[config.mk]
export PLATFORM = sky130hd
export DESIGN_NAME = pgsync_config_bank
export DESIGN_NICKNAME = d
export VERILOG_FILES = /design/src/core/pgsync_pkg.sv /design/src/core/pg_delay_timer.sv /design/src/core/pgsync_config_bank.sv /design/src/core/sync_pin_monitor.sv
export VERILOG_INCLUDE_DIRS = /design/src /design/src/core
export SDC_FILE = /design/constraint.sdc
export NUM_CORES = 1
export LEC_CHECK = 0
export ABC_AREA = 1
export BUFFER_PORTS_ARGS = -buffer_cell sky130_fd_sc_hd__buf_2
export CORE_ASPECT_RATIO = 1.2
export CORE_UTILIZATION = 28
export CTS_BUF_LIST = sky130_fd_sc_hd__clkbuf_8
export DETAILED_ROUTE_END_ITERATION = 10
export PLACE_DENSITY = 0.5
export REMOVE_ABC_BUFFERS = 1
export SLEW_MARGIN = 0
export SYNTH_ARGS = -nofsm -noshare
export SYNTH_HDL_FRONTEND = slang
export SYNTH_SLANG_ARGS = --single-unit
[constraint.sdc]
create_clock -name i_clk_sys -period 4.3 [get_ports i_clk_sys]
set_clock_uncertainty 0.2 [all_clocks]
set_input_delay 0 -clock i_clk_sys [delete_from_list [all_inputs] [get_ports i_clk_sys]]
set_output_delay 0 -clock i_clk_sys [all_outputs]
set_load 0.005 [all_outputs]
[src/core/pgsync_defines.svh]
/*
 Command codes, field positions, reset values and timing counts of the
 power-good, sync and stack configuration bank.
 Assumes it is included by bare name wherever these macros are used.
*/
`ifndef PGSYNC_DEFINES_SVH
`define PGSYNC_DEFINES_SVH

`define CMD_POWER_GOOD_CONFIG 8'he3
`define CMD_CLOCK_SYNC_SETUP 8'he4
`define CMD_PHASE_STACK_SETUP 8'hec

`define PG_FALL_MSB 15
`define PG_FALL_LSB 12
`define PG_RISE_MSB 11
`define PG_RISE_LSB 8
`define PG_MASK_MSB 7

`define SYNC_DIR_MSB 7
`define SYNC_DIR_LSB 6
`define SYNC_EDGE_BIT 5
`define SYNC_FIXED_MSB 4
`define SYNC_FIXED_VAL 5'h10

`define STACK_STOP_MSB 3
`define STACK_STOP_MAX 4'h3
`define STACK_FIRST_ADDR 4'h0

`define RST_PG_CFG 16'h0000
`define RST_SYNC_CFG 8'h10
`define RST_STACK_STOP 4'h0

`define SYNC_NOM_PERIOD_CYC 8
`define PG_DELAY_W 16

`endif

[src/core/pgsync_pkg.sv]
/*
 Types shared by the configuration bank and its helpers.
 Assumes nothing beyond a SystemVerilog compiler.
*/
package pgsync_pkg;

   typedef enum logic [1:0] {
      SYNC_OFF  = 2'b00,
      SYNC_OUT  = 2'b01,
      SYNC_IN   = 2'b10,
      SYNC_AUTO = 2'b11
   } sync_dir_t;

   typedef struct packed {
      logic wr;
      logic rd;
      logic [7:0] code;
      logic [15:0] wdata;
   } cmd_req_t;

   typedef struct packed {
      logic enabled;
      logic ton_delay;
      logic ton_rise;
      logic toff_fall;
      logic fault_shut;
   } conv_phase_t;

endpackage : pgsync_pkg

[src/core/pg_delay_timer.sv]
/*
 One power-good delay counter: counts ticks while its condition holds.
 Assumes i_run and i_tick come from logic on the same clock.
*/
`timescale 1ns/100ps
module pg_delay_timer #(
   parameter int W = 16
) (
   input wire logic i_clk_sys,
   input wire logic i_srst,
   input wire logic i_run,
   input wire logic i_tick,
   input wire logic [W-1:0] i_target,
   output logic o_done
);
   logic [W-1:0] count_reg;
   logic [W-1:0] count_next;

   always_comb begin
      count_next = count_reg;
      if (!i_run) begin
         count_next = '0;
      end else if (i_tick && count_reg < i_target) begin
         count_next = count_reg + 1'b1;
      end
   end

   always_ff @(posedge i_clk_sys) begin
      if (i_srst) begin
         count_reg <= '0;
         o_done <= 1'b0;
      end else begin
         count_reg <= count_next;
         o_done <= i_run && (count_next >= i_target);
      end
   end
endmodule : pg_delay_timer

[src/core/pgsync_config_bank.sv]
/*
 Power-good delay and mask, sync pin setup and phase stack configuration,
 written and read through decoded command strobes.
 Assumes the command decoder, fault logic and PWM tick share i_clk_sys,
 and that the sync pin is asynchronous.
*/
`timescale 1ns/100ps
`include "pgsync_defines.svh"

// How it works
// - Fall delay code 15:12: code 0 gives 1 PWM clock, else 2^N+1.
// - Rise delay code 11:8: code 0 gives 1 PWM clock, else 2^N+1.
// - Each set mask bit keeps its event source from pulling power good low.
// - Power good held low when disabled, during turn-on, ramps and fault shutdown.
// - Fall ramp and fault shutdown pull power good low with no delay.
// - Unmasked fault pulls low unless its response says keep running.
// - Separate rise and fall counters; short events leave power good high.
// - Power-good and stack registers writable only while conversion is disabled.
// - Sync direction 7:6: off, drive out, take in, auto-detect.
// - Sync edge bit 5 picks falling edge at 0, rising edge at 1.
// - Unsupported sync or stack data is refused and flagged as invalid.
// - Auto mode samples pin at enable: high or fast toggling picks input.
// - Follower always takes sync in; flags fault if sync absent or lost.
// - In-to-out change at low limit keeps frequency there until re-enable.
// - In-to-out change while held off by sync fault runs oscillator at 70%.
// - Stack bits 15:8 read zero; first back-channel address fixed at zero.
// - Stack stop code 0 to 3 selects one to four phases; others invalid.
// - Standalone at power-up keeps back-channel off until next power-up.
// - Multi-phase power-up accepts live stack changes from 0 to 3.
module pgsync_config_bank #(
   parameter int NOM_PERIOD = `SYNC_NOM_PERIOD_CYC,
   parameter int DW = `PG_DELAY_W
) (
   input wire logic i_clk_sys,
   input wire logic i_srst,
   input wire pgsync_pkg::cmd_req_t i_cmd,
   output logic [15:0] o_rd_data,
   output logic o_rd_valid,
   output logic o_invalid_cmd,
   output logic o_invalid_data,
   input wire logic [15:0] i_nvm_pg_cfg,
   input wire logic [7:0] i_nvm_sync_cfg,
   input wire logic [3:0] i_nvm_stack_stop,
   input wire pgsync_pkg::conv_phase_t i_phase,
   input wire logic [7:0] i_events,
   input wire logic [7:0] i_keep_running,
   input wire logic i_pwm_tick,
   input wire logic i_follower,
   input wire logic i_at_in_low_limit,
   input wire logic i_sync_pin,
   input wire logic i_sync_fault_clr,
   output logic o_power_good_out,
   output logic o_sync_out_en,
   output logic o_sync_in_en,
   output logic o_sync_rising_sel,
   output logic o_osc_lock,
   output logic o_sync_fault,
   output logic o_freq_floor_70,
   output logic o_backchan_en,
   output logic [3:0] o_backchan_last_addr
);

   ////////////////////////////////////////////////////////////////////////
   // Declarations

   logic boot_done_reg;
   logic [15:0] pg_cfg_reg;
   logic [2:0] sync_cfg_reg;
   logic [3:0] stack_stop_reg;
   logic en_q_reg;
   logic auto_in_reg;
   logic tog_q_reg;
   logic eff_in_q_reg;
   logic en_rise;
   logic wr_pg;
   logic wr_sync;
   logic wr_stack;
   logic bad_code;
   logic sync_bad;
   logic stack_bad;
   logic locked;
   logic pin_level;
   logic pin_rise;
   logic pin_fall;
   logic pin_toggling;
   logic ev_active;
   logic forced_low;
   logic bypass_fall;
   logic fall_done;
   logic rise_done;
   logic eff_in;
   logic eff_out;
   logic fault_set;
   logic [DW-1:0] fall_target;
   logic [DW-1:0] rise_target;
   pgsync_pkg::sync_dir_t dir;

   function automatic logic [DW-1:0] delay_cycles(input logic [3:0] code);
      logic [DW-1:0] one;
      one = DW'(1);
      if (code == 4'h0) begin
         delay_cycles = one;
      end else begin
         delay_cycles = (one << code) + one;
      end
   endfunction : delay_cycles

   ////////////////////////////////////////////////////////////////////////
   // Command decode

   assign en_rise = i_phase.enabled && !en_q_reg;
   // Conversion enabled turns both registers read-only
   assign locked = i_phase.enabled;
   assign sync_bad = i_cmd.wdata[15:8] != 8'h00
      || i_cmd.wdata[`SYNC_FIXED_MSB:0] != `SYNC_FIXED_VAL;
   assign stack_bad = i_cmd.wdata[15:4] != 12'h000
      || i_cmd.wdata[`STACK_STOP_MSB:0] > `STACK_STOP_MAX;
   assign wr_pg = i_cmd.wr && i_cmd.code == `CMD_POWER_GOOD_CONFIG && !locked;
   assign wr_sync = i_cmd.wr && i_cmd.code == `CMD_CLOCK_SYNC_SETUP && !sync_bad;
   assign wr_stack = i_cmd.wr && i_cmd.code == `CMD_PHASE_STACK_SETUP
      && !locked && !stack_bad;
   assign bad_code = i_cmd.code != `CMD_POWER_GOOD_CONFIG
      && i_cmd.code != `CMD_CLOCK_SYNC_SETUP
      && i_cmd.code != `CMD_PHASE_STACK_SETUP;

   always_ff @(posedge i_clk_sys) begin
      if (i_srst) begin
         o_invalid_cmd <= 1'b0;
         o_invalid_data <= 1'b0;
      end else begin
         o_invalid_cmd <= (i_cmd.wr || i_cmd.rd) && bad_code
            || i_cmd.wr && locked && (i_cmd.code == `CMD_POWER_GOOD_CONFIG
            || i_cmd.code == `CMD_PHASE_STACK_SETUP);
         o_invalid_data <= i_cmd.wr && (i_cmd.code == `CMD_CLOCK_SYNC_SETUP && sync_bad
            || i_cmd.code == `CMD_PHASE_STACK_SETUP && !locked && stack_bad);
      end
   end

   ////////////////////////////////////////////////////////////////////////
   // Register storage, loaded from non-volatile values one cycle after reset

   always_ff @(posedge i_clk_sys) begin
      if (i_srst) begin
         boot_done_reg <= 1'b0;
         pg_cfg_reg <= `RST_PG_CFG;
         sync_cfg_reg <= 3'(`RST_SYNC_CFG >> `SYNC_EDGE_BIT);
         stack_stop_reg <= `RST_STACK_STOP;
         o_backchan_en <= 1'b0;
      end else if (!boot_done_reg) begin
         boot_done_reg <= 1'b1;
         pg_cfg_reg <= i_nvm_pg_cfg;
         sync_cfg_reg <= i_nvm_sync_cfg[`SYNC_DIR_MSB:`SYNC_EDGE_BIT];
         stack_stop_reg <= (i_nvm_stack_stop > `STACK_STOP_MAX) ?
            `RST_STACK_STOP : i_nvm_stack_stop;
         // Back-channel state is decided once, at power-up only
         o_backchan_en <= (i_nvm_stack_stop != 4'h0)
            && (i_nvm_stack_stop <= `STACK_STOP_MAX);
      end else begin
         if (wr_pg) begin
            pg_cfg_reg <= i_cmd.wdata;
         end
         if (wr_sync) begin
            sync_cfg_reg <= i_cmd.wdata[`SYNC_DIR_MSB:`SYNC_EDGE_BIT];
         end
         if (wr_stack) begin
            stack_stop_reg <= i_cmd.wdata[`STACK_STOP_MSB:0];
         end
      end
   end

   always_ff @(posedge i_clk_sys) begin
      if (i_srst) begin
         o_backchan_last_addr <= `RST_STACK_STOP;
      end else begin
         // A standalone boot leaves the last address idle until power-up
         o_backchan_last_addr <= o_backchan_en ? stack_stop_reg : 4'h0;
      end
   end

   ////////////////////////////////////////////////////////////////////////
   // Read path

   always_ff @(posedge i_clk_sys) begin
      if (i_srst) begin
         o_rd_data <= 16'h0000;
         o_rd_valid <= 1'b0;
      end else begin
         o_rd_valid <= i_cmd.rd && !bad_code;
         if (i_cmd.rd) begin
            case (i_cmd.code)
               `CMD_POWER_GOOD_CONFIG: begin
                  o_rd_data <= pg_cfg_reg;
               end
               `CMD_CLOCK_SYNC_SETUP: begin
                  o_rd_data <= {8'h00, sync_cfg_reg, `SYNC_FIXED_VAL};
               end
               `CMD_PHASE_STACK_SETUP: begin
                  o_rd_data <= {8'h00, `STACK_FIRST_ADDR, stack_stop_reg};
               end
               default: begin
                  o_rd_data <= 16'h0000;
               end
            endcase
         end
      end
   end

   ////////////////////////////////////////////////////////////////////////
   // Power good

   assign ev_active = |(i_events & ~pg_cfg_reg[`PG_MASK_MSB:0] & ~i_keep_running);
   assign forced_low = !i_phase.enabled || i_phase.ton_delay || i_phase.ton_rise
      || i_phase.toff_fall || i_phase.fault_shut;
   assign bypass_fall = i_phase.toff_fall || i_phase.fault_shut;
   assign fall_target = delay_cycles(pg_cfg_reg[`PG_FALL_MSB:`PG_FALL_LSB]);
   assign rise_target = delay_cycles(pg_cfg_reg[`PG_RISE_MSB:`PG_RISE_LSB]);

   // Each counter runs only while its own condition holds, so a short event
   // never reaches the fall count and the high level is kept
   pg_delay_timer #(
      .W(DW)
   ) u_fall_timer (
      .i_clk_sys(i_clk_sys),
      .i_srst(i_srst),
      .i_run(ev_active && !forced_low),
      .i_tick(i_pwm_tick),
      .i_target(fall_target),
      .o_done(fall_done)
   );

   pg_delay_timer #(
      .W(DW)
   ) u_rise_timer (
      .i_clk_sys(i_clk_sys),
      .i_srst(i_srst),
      .i_run(!ev_active && !forced_low),
      .i_tick(i_pwm_tick),
      .i_target(rise_target),
      .o_done(rise_done)
   );

   always_ff @(posedge i_clk_sys) begin
      if (i_srst) begin
         o_power_good_out <= 1'b0;
      end else if (forced_low || bypass_fall) begin
         o_power_good_out <= 1'b0;
      end else if (fall_done) begin
         o_power_good_out <= 1'b0;
      end else if (rise_done) begin
         o_power_good_out <= 1'b1;
      end
   end

   ////////////////////////////////////////////////////////////////////////
   // Sync pin

   sync_pin_monitor #(
      .NOM_PERIOD(NOM_PERIOD)
   ) u_sync_mon (
      .i_clk_sys(i_clk_sys),
      .i_srst(i_srst),
      .i_pin(i_sync_pin),
      .o_level(pin_level),
      .o_rise(pin_rise),
      .o_fall(pin_fall),
      .o_toggling(pin_toggling)
   );

   assign dir = pgsync_pkg::sync_dir_t'(sync_cfg_reg[2:1]);

   always_ff @(posedge i_clk_sys) begin
      if (i_srst) begin
         en_q_reg <= 1'b0;
         tog_q_reg <= 1'b0;
         auto_in_reg <= 1'b0;
      end else begin
         en_q_reg <= i_phase.enabled;
         tog_q_reg <= pin_toggling;
         if (en_rise) begin
            auto_in_reg <= pin_level || pin_toggling;
         end
      end
   end

   always_comb begin
      eff_in = 1'b0;
      eff_out = 1'b0;
      if (i_follower) begin
         eff_in = 1'b1;
      end else begin
         case (dir)
            pgsync_pkg::SYNC_OFF: begin
               eff_in = 1'b0;
            end
            pgsync_pkg::SYNC_OUT: begin
               eff_out = 1'b1;
            end
            pgsync_pkg::SYNC_IN: begin
               eff_in = 1'b1;
            end
            pgsync_pkg::SYNC_AUTO: begin
               eff_in = auto_in_reg;
               eff_out = !auto_in_reg;
            end
            default: begin
               eff_in = 1'b0;
            end
         endcase
      end
   end

   always_ff @(posedge i_clk_sys) begin
      if (i_srst) begin
         o_sync_in_en <= 1'b0;
         o_sync_out_en <= 1'b0;
         o_sync_rising_sel <= 1'b0;
         o_osc_lock <= 1'b0;
      end else begin
         o_sync_in_en <= eff_in;
         o_sync_out_en <= eff_out;
         o_sync_rising_sel <= sync_cfg_reg[0];
         o_osc_lock <= eff_in && (sync_cfg_reg[0] ? pin_rise : pin_fall);
      end
   end

   // Set beats clear when both land in one cycle
   assign fault_set = i_follower && (en_rise && !pin_toggling
      || i_phase.enabled && en_q_reg && tog_q_reg && !pin_toggling);

   always_ff @(posedge i_clk_sys) begin
      if (i_srst) begin
         o_sync_fault <= 1'b0;
      end else if (fault_set) begin
         o_sync_fault <= 1'b1;
      end else if (i_sync_fault_clr) begin
         o_sync_fault <= 1'b0;
      end
   end

   ////////////////////////////////////////////////////////////////////////
   // Frequency floor after an in-to-out change while running

   always_ff @(posedge i_clk_sys) begin
      if (i_srst) begin
         eff_in_q_reg <= 1'b0;
         o_freq_floor_70 <= 1'b0;
      end else begin
         eff_in_q_reg <= eff_in;
         if (en_rise) begin
            o_freq_floor_70 <= 1'b0;
         end else if (i_phase.enabled && eff_in_q_reg && eff_out
            && (i_at_in_low_limit || o_sync_fault)) begin
            o_freq_floor_70 <= 1'b1;
         end
      end
   end

endmodule : pgsync_config_bank

[src/core/sync_pin_monitor.sv]
/*
 Synchroniser, edge finder and rate check for the sync pin.
 Assumes the pin is asynchronous to i_clk_sys and slower than half its rate.
*/
`timescale 1ns/100ps
module sync_pin_monitor #(
   parameter int NOM_PERIOD = 8
) (
   input wire logic i_clk_sys,
   input wire logic i_srst,
   input wire logic i_pin,
   output logic o_level,
   output logic o_rise,
   output logic o_fall,
   output logic o_toggling
);
   // Faster than 75 % of nominal rate means period under 4/3 of nominal
   localparam int FAST_LIM = (NOM_PERIOD * 4) / 3;
   localparam int LOSS_LIM = 2 * FAST_LIM;
   localparam logic [15:0] FAST_CYC = 16'(FAST_LIM);
   localparam logic [15:0] LOSS_CYC = 16'(LOSS_LIM);

   logic meta_reg;
   logic sync_reg;
   logic prev_reg;
   logic [15:0] gap_reg;

   always_ff @(posedge i_clk_sys) begin
      if (i_srst) begin
         meta_reg <= 1'b0;
         sync_reg <= 1'b0;
         prev_reg <= 1'b0;
      end else begin
         meta_reg <= i_pin;
         sync_reg <= meta_reg;
         prev_reg <= sync_reg;
      end
   end

   assign o_level = sync_reg;
   assign o_rise = sync_reg && !prev_reg;
   assign o_fall = !sync_reg && prev_reg;

   // Saturating gap counter; a late edge or a long gap drops the toggling flag
   always_ff @(posedge i_clk_sys) begin
      if (i_srst) begin
         gap_reg <= 16'h0000;
         o_toggling <= 1'b0;
      end else if (o_rise) begin
         gap_reg <= 16'h0001;
         o_toggling <= (gap_reg < FAST_CYC);
      end else begin
         if (gap_reg != 16'hffff) begin
            gap_reg <= gap_reg + 16'h0001;
         end
         if (gap_reg >= LOSS_CYC) begin
            o_toggling <= 1'b0;
         end
      end
   end
endmodule : sync_pin_monitor

==> summary.md, run 1 <==
| Metric | Value |
|---|---|
| Root cell of the clock tree | `clkbuf_8` |
| Count of cell types in the netlist | `49` |
| Worst setup margin | `0.4851 ns` |
| Max-cap violation count | `0` |
| Dpl ws | `0.2407 ns` |
| Crit Path Max Fanout | `13` |
| Routed wire length | `21740 um` |
| Register area share after synthesis | `29.69%` |
| Layout cells sized above 1 | `15.18%` |
| CTS tree | `yes` |
| Die height | `181.9 um` |
| Int Pwr | `0.001578 W` |
| Adder-Cell Fraction of Synth Area | `11.27%` |
| Core Util, Final | `35.50%` |
| Port-buffer cells | `107` |
| Worst-path clk slew | `0.11 ns` |
| Static leakage | `4.292 nW` |
| Setup crit start kind | `register` |
| Vias in the first global route | `7443` |
| Remaining DRCs | `0` |
| Ys flop type | `dfxtp_1` |
| Synth Area in Simple Gates | `35.58%` |
| Power Density | `232.7 nW/um2` |
| Final instance area | `9384 um2` |
| Reg power frac | `49.6%` |
| Syn_area_per_cell | `6.718 um2` |
| DIE WIDTH | `151.9 um` |
| Mux cell area share after synthesis | `0.2651%` |
| Status | `complete, no violations` |
| Final Hold Fails | `0` |
| Area of placed instances | `8449 um2` |
| Most common cell after layout, fill and taps aside | `nand2_1` |
| Setup TNS Final | `0 ns` |
| Critical path data arrival time | `3.92 ns` |
| Overflow after GRT | `0` |
| Fillers | `2833` |
| Gr usage total | `16.26%` |
| Worst path max stage delay | `0.35 ns` |
| Initial antenna violation count | `0` |
| CP Class | `reg -> reg` |
| P_sw | `0.0006056 W` |
| DP HPWL | `16560 um` |
| Setup violators final | `0` |
| Syn Std Cell Area | `7551 um2` |
| Rows | `65` |
| Main combinational cell family by area after synthesis | `simple AND/OR/NAND/NOR gates` |
| Xor/xnor share of the synthesized area | `3.364%` |
| Pin count of the biggest net entering global routing | `37` |
| Worst path most repeated cell | `nand2_1` |
| Final period util | `88.72%` |
| Max Root-Sink Buffers | `2` |
| Die ar. | `27630 um2` |
| Switch share | `27.73%` |
| Slew Limit Fails | `0` |
| First-iteration detailed-routing DRC count | `314` |
| Synth warn | `0` |
| Complex-gate fraction of the synthesized area | `10.67%` |
| Area Overhead vs Synth | `24.28%` |
| Starting Density | `28.57%` |
| Final Net Count | `1443` |
| Peak Freq | `0.2621 GHz` |
| Core area | `26430 um2` |
| Delay-heaviest family, CP | `simple AND/OR/NAND/NOR gates` |
| Drt pass-1 iters | `4` |
| Async SR Flop Fraction | `0%` |
| Number of synthesized flops with an enable pin | `0` |
| Worst slew pin tran | `0.8588 ns` |
| Clock share of power | `34.2%` |
| I/O Pins | `113` |
| Via-to-Cell Ratio | `4.653` |
| Critical path capture point type | `register` |
| Tmin final | `3.815 ns` |
| Global placement routability congestion | `0.8055` |
| DR WL/cell | `13.32 um` |
| Clock sinks | `112` |
| Final antenna-violating net count | `0` |
| Worst skew pair latency | `0.40 ns` |
| #FFs+latches synth | `112` |
| Critical Path RT | `4.41 ns` |
| RSZ-0062 raised after global routing | `false` |
| Worst path bufs/invs | `4` |
| H-Tree Depth | `3` |
| TritonCTS Buffers | `9` |
| Gate power share | `16.3%` |
| Mapped Cells | `1124` |
| First-pass GRT wire length | `36470 um` |
| Via count | `7599` |
| VDD IR max | `0.1849 mV` |
| N_diodes | `0` |
| Worst min-delay path category | `in -> reg` |
| Most frequent cells in the layout | `nand2_1 (256), nor2_1 (139), inv_1 (127)` |
| Slew margin rel. | `42.68%` |
| Critical Path Slowest Stage Cell | `dfxtp_1` |
tightest hold or removal path, stage by stage:
cell,delay [ns]
buf_2,0.11
nor2_1,0.04
nand3_1,0.07
nor3_1,0.06
nand2_1,0.06
nand2_1,0.14
nor3_1,0.15
layout make-up:
cell class	instances	area, um2	area share (%)
sequential	112	2246	23.93
tap	335	419.2	4.467
inverter	139	523.0	5.573
clock buffer	11	151.4	1.613
clock inverter	5	78.83	0.8400
multi-input combinational	841	4634	49.39
timing repair buffer	190	1331	14.19
kinds of logic (layout without fill, tap and decap cells):
family	after synthesis	count (layout)
AND/OR/NAND/NOR	597	597
XOR/XNOR	29	29
adder cells (fa/ha/maj)	68	68
AO/OA/AOI/OAI	143	143
buffers and inverters	172	345
multiplexers	2	2
flip-flops	112	112
other	1	2
through the flow:
step           instances  hold WS, ns  power, W
3_3_place_gp        1548      0.01183  0.001409
6_report            1633      0.06354  0.002184
4_1_cts             1633      0.02678  0.002211
2_1_floorplan       1092      -0.1376  0.001281
3_5_place_dp        1548      0.01228  0.001411
5_1_grt             1633      0.09456  0.002296
cells in the mapped netlist, types with 3 or more instances:
library cell  number  area [um2]
xnor2_1            5       43.79
buf_2              6       30.03
inv_2             11       41.29
nand4_1           30       187.7
o22ai_1            7       43.79
nor3_2             8       80.08
nor3_1            26       130.1
a21oi_2            7       61.31
nand3_1           94       470.5
ha_1              68       850.8
nand2_2           15       93.84
clkbuf_1          16       60.06
or2_2              6       37.54
o21ai_0           35       175.2
nor2_1           139       521.8
buf_1              6       22.52
inv_1            127       476.7
xor2_1            24       210.2
a21oi_1           55       275.3
nand2_1          256       960.9
nor4_1             7       43.79
o21a_1             3       22.52
a31oi_1            8       50.05
nand3b_1           4       30.03
dfxtp_1          112        2242
o21ai_1           18       90.09
power by group through the flow:
stage / combinational [W] / sequential, W / clock, W
after detailed placement: 0.000304 / 0.00111 / 0
after CTS: 0.000355 / 0.00108 / 0.000773
after global placement: 0.000303 / 0.00111 / 0
final: 0.000355 / 0.00108 / 0.000746
after floorplan: 0.000170 / 0.00111 / 0
after global routing: 0.000403 / 0.00109 / 0.000806
per-layer routing:
metal	wire, um	track usage (%)	vias to the layer above
met3	620	2.148	19
met1	10050	19.68	3435
met5	0	0	-
met4	390	5.592	0
li1	-	-	4028
met2	10680	29.44	117
final timing paths:
| check | endpoint | cells after the start | startpoint | slack [ns] |
|---|---|---|---|---|
| hold reg to reg | o_power_good_out | 1 | u_fall_timer.o_done | 0.21 |
| hold / removal | stack_stop_reg[2] | 7 | i_cmd[4] | 0.06 |
| setup / recovery | u_fall_timer.o_done | 25 | pg_cfg_reg[14] | 0.49 |
| setup reg to reg | u_fall_timer.o_done | 25 | pg_cfg_reg[14] | 0.49 |
repair_timing:
| action | CTS | global route |
|---|---|---|
| endpoints found under the setup margin | 0 | 2 |
| gates resized for setup | 0 | 4 |
| hold buffers | 69 | 0 |
| hold endpoints to repair | 61 | 0 |
| setup buffers | 0 | 0 |
(Power assumes the default switching activity.)
==> run 2, diff against run 1 <==
--- a/config.mk
+++ b/config.mk
@@ -13,7 +13,7 @@
 export CTS_BUF_LIST = sky130_fd_sc_hd__clkbuf_8
 export DETAILED_ROUTE_END_ITERATION = 10
 export PLACE_DENSITY = 0.5
-export REMOVE_ABC_BUFFERS = 1
+export SKIP_CTS_REPAIR_TIMING = 1
 export SLEW_MARGIN = 0
 export SYNTH_ARGS = -nofsm -noshare
 export SYNTH_HDL_FRONTEND = slang
==> summary.md, run 2 (synthesis gave the netlist of run 1 again) <==
| Metric | Value |
|---|---|
| Status | `complete, but fails checks` |
| Failing checks | `design-rule violations, negative hold slack` |
| DR WL/cell | `13.69 um` |
| Overflow after GRT | `0` |
| Final antenna-violating net count | `0` |
| Reg2reg path depth | `26` |
| Via count | `7662` |
| H-Tree Depth | `3` |
| Final period util | `90.34%` |
| RSZ-0062 raised after global routing | `false` |
| Gr usage total | `16.19%` |
| Area Overhead vs Synth | `23.89%` |
| Worst hold start | `i_phase[1]` |
| Initial antenna violation count | `1` |
| TritonCTS Buffers | `9` |
| Layout cells sized above 1 | `15.29%` |
| Worst-path clk slew | `0.12 ns` |
| N_diodes | `0` |
| Setup TNS Final | `0 ns` |
| Worst setup path start | `pg_cfg_reg[8]` |
| Reg-to-reg slack, setup | `0.42 ns` |
| I/O Pins | `113` |
| Metal-1 WL | `10060 um` |
| Rows | `65` |
| Final total power | `0.002186 W` |
| Via-to-Cell Ratio | `4.701` |
| Root cell of the clock tree | `clkbuf_8` |
| Critical path capture point type | `register` |
| DP HPWL | `17020 um` |
| Max-cap violation count | `0` |
| Met3 WL | `684 um` |
| First-pass GRT wire length | `35720 um` |
| CP Class | `reg -> reg` |
| Hold slack | `-0.02476 ns` |
| Die ar. | `27630 um2` |
| Setup violators final | `0` |
| Drt pass-1 iters | `9` |
| Reg2reg start | `pg_cfg_reg[8]` |
| Max Used Layer | `met5` |
| Setup crit start kind | `register` |
| Most common cell after layout, fill and taps aside | `nand2_1` |
| Fillers | `2843` |
| Slew Limit Fails | `0` |
| Static leakage | `4.267 nW` |
| Most frequent cells in the layout | `nand2_1 (256), nor2_1 (139), inv_1 (127)` |
| Slew margin rel. | `42.67%` |
| Final Hold Fails | `4` |
| Hold Path Stages | `6` |
| Critical path data arrival time | `4.00 ns` |
| Crit Path Max Fanout | `12` |
| Power Density | `233.7 nW/um2` |
| Remaining DRCs | `2` |
| First-iteration detailed-routing DRC count | `291` |
| Met2 wire len | `11150 um` |
| Die height | `181.9 um` |
| Peak Freq | `0.2574 GHz` |
| Critical Path RT | `4.41 ns` |
| Clock sinks | `112` |
| Worst min-delay path category | `in -> reg` |
| Worst slew pin tran | `0.8590 ns` |
| Starting Density | `28.57%` |
| Tmin final | `3.885 ns` |
| R2r endpoint | `u_rise_timer.o_done` |
| CTS tree | `yes` |
| Final Net Count | `1440` |
| Core area | `26430 um2` |
| Global placement routability congestion | `0.8064` |
| Port-buffer cells | `107` |
| Hold Crit Endpoint | `u_rise_timer.o_done` |
| DIE WIDTH | `151.9 um` |
| Pin count of the biggest net entering global routing | `49` |
| Routed wire length | `22320 um` |
| VDD IR max | `0.1884 mV` |
| Worst skew pair latency | `0.41 ns` |
| Max Root-Sink Buffers | `2` |
| Vias in the first global route | `7184` |
## run 2: layer usage
layer	vias to the layer above	track usage, %
met4	2	4.898
met2	132	29.57
li1	4027	-
met1	3475	19.25
met5	-	0
met3	26	2.768
## run 2: layout make-up
class	count	area, um2	share of cell area, %
clock buffers	9	123.9	1.324
clock inverters	7	106.4	1.137
repair buffers	187	1301	13.91
inverters	139	525.5	5.617
well taps	335	419.2	4.480
multi-input cells	841	4634	49.54
flip-flops and latches	112	2245	23.99
## run 2: worst max-delay path by stage
stage                                      to  slack [ns]
after CTS                 u_rise_timer.o_done        0.12
after global routing      u_rise_timer.o_done      0.0003
after floorplan           u_rise_timer.o_done        0.72
final                     u_rise_timer.o_done        0.42
after global placement    u_rise_timer.o_done        0.25
after detailed placement  u_rise_timer.o_done        0.17
## run 2: critical path: stages, from the launching register on
cell and delay (ns):
dfxtp_2 0.46, nor2_1 0.13, nand3_1 0.13, inv_1 0.06, ha_1 0.18, or2_2 0.29, nand3_1 0.11, ha_1 0.24
nand2_1 0.06, inv_1 0.03, nand2_1 0.05, nand2_1 0.06, nand2_1 0.06, nand2_1 0.06, nand2_2 0.07, nand2_2 0.11
inv_2 0.19, nand2_1 0.07, o21ai_1 0.11, nor2_1 0.07, ha_1 0.32, a21oi_1 0.16, o21ai_0 0.10, a21oi_1 0.22
nand3_1 0.12, nand3_1 0.08, inv_1 0.05
## run 2: power breakdown
| part | internal (W) | switching (W) | total (W) |
|---|---|---|---|
| registers | 0.00106 | 0.0000199 | 0.00108 |
| logic | 0.000154 | 0.000202 | 0.000356 |
| clock network | 0.000335 | 0.000411 | 0.000747 |
| total | 0.00155 | 0.000633 | 0.00219 |
## run 2: metrics by stage
stage | setup slack (ns) | cell area [um2] | utilization (%) | cells
after floorplan | 0.7213 | 7555 | - | 1125
after global placement | 0.2483 | 8449 | 31.97 | 1548
after detailed placement | 0.1695 | 8449 | 31.97 | 1548
after CTS | 0.1229 | 8680 | 32.84 | 1564
after global routing | 0.0002514 | 9355 | 35.39 | 1630
final | 0.4155 | 9355 | 35.39 | 1630
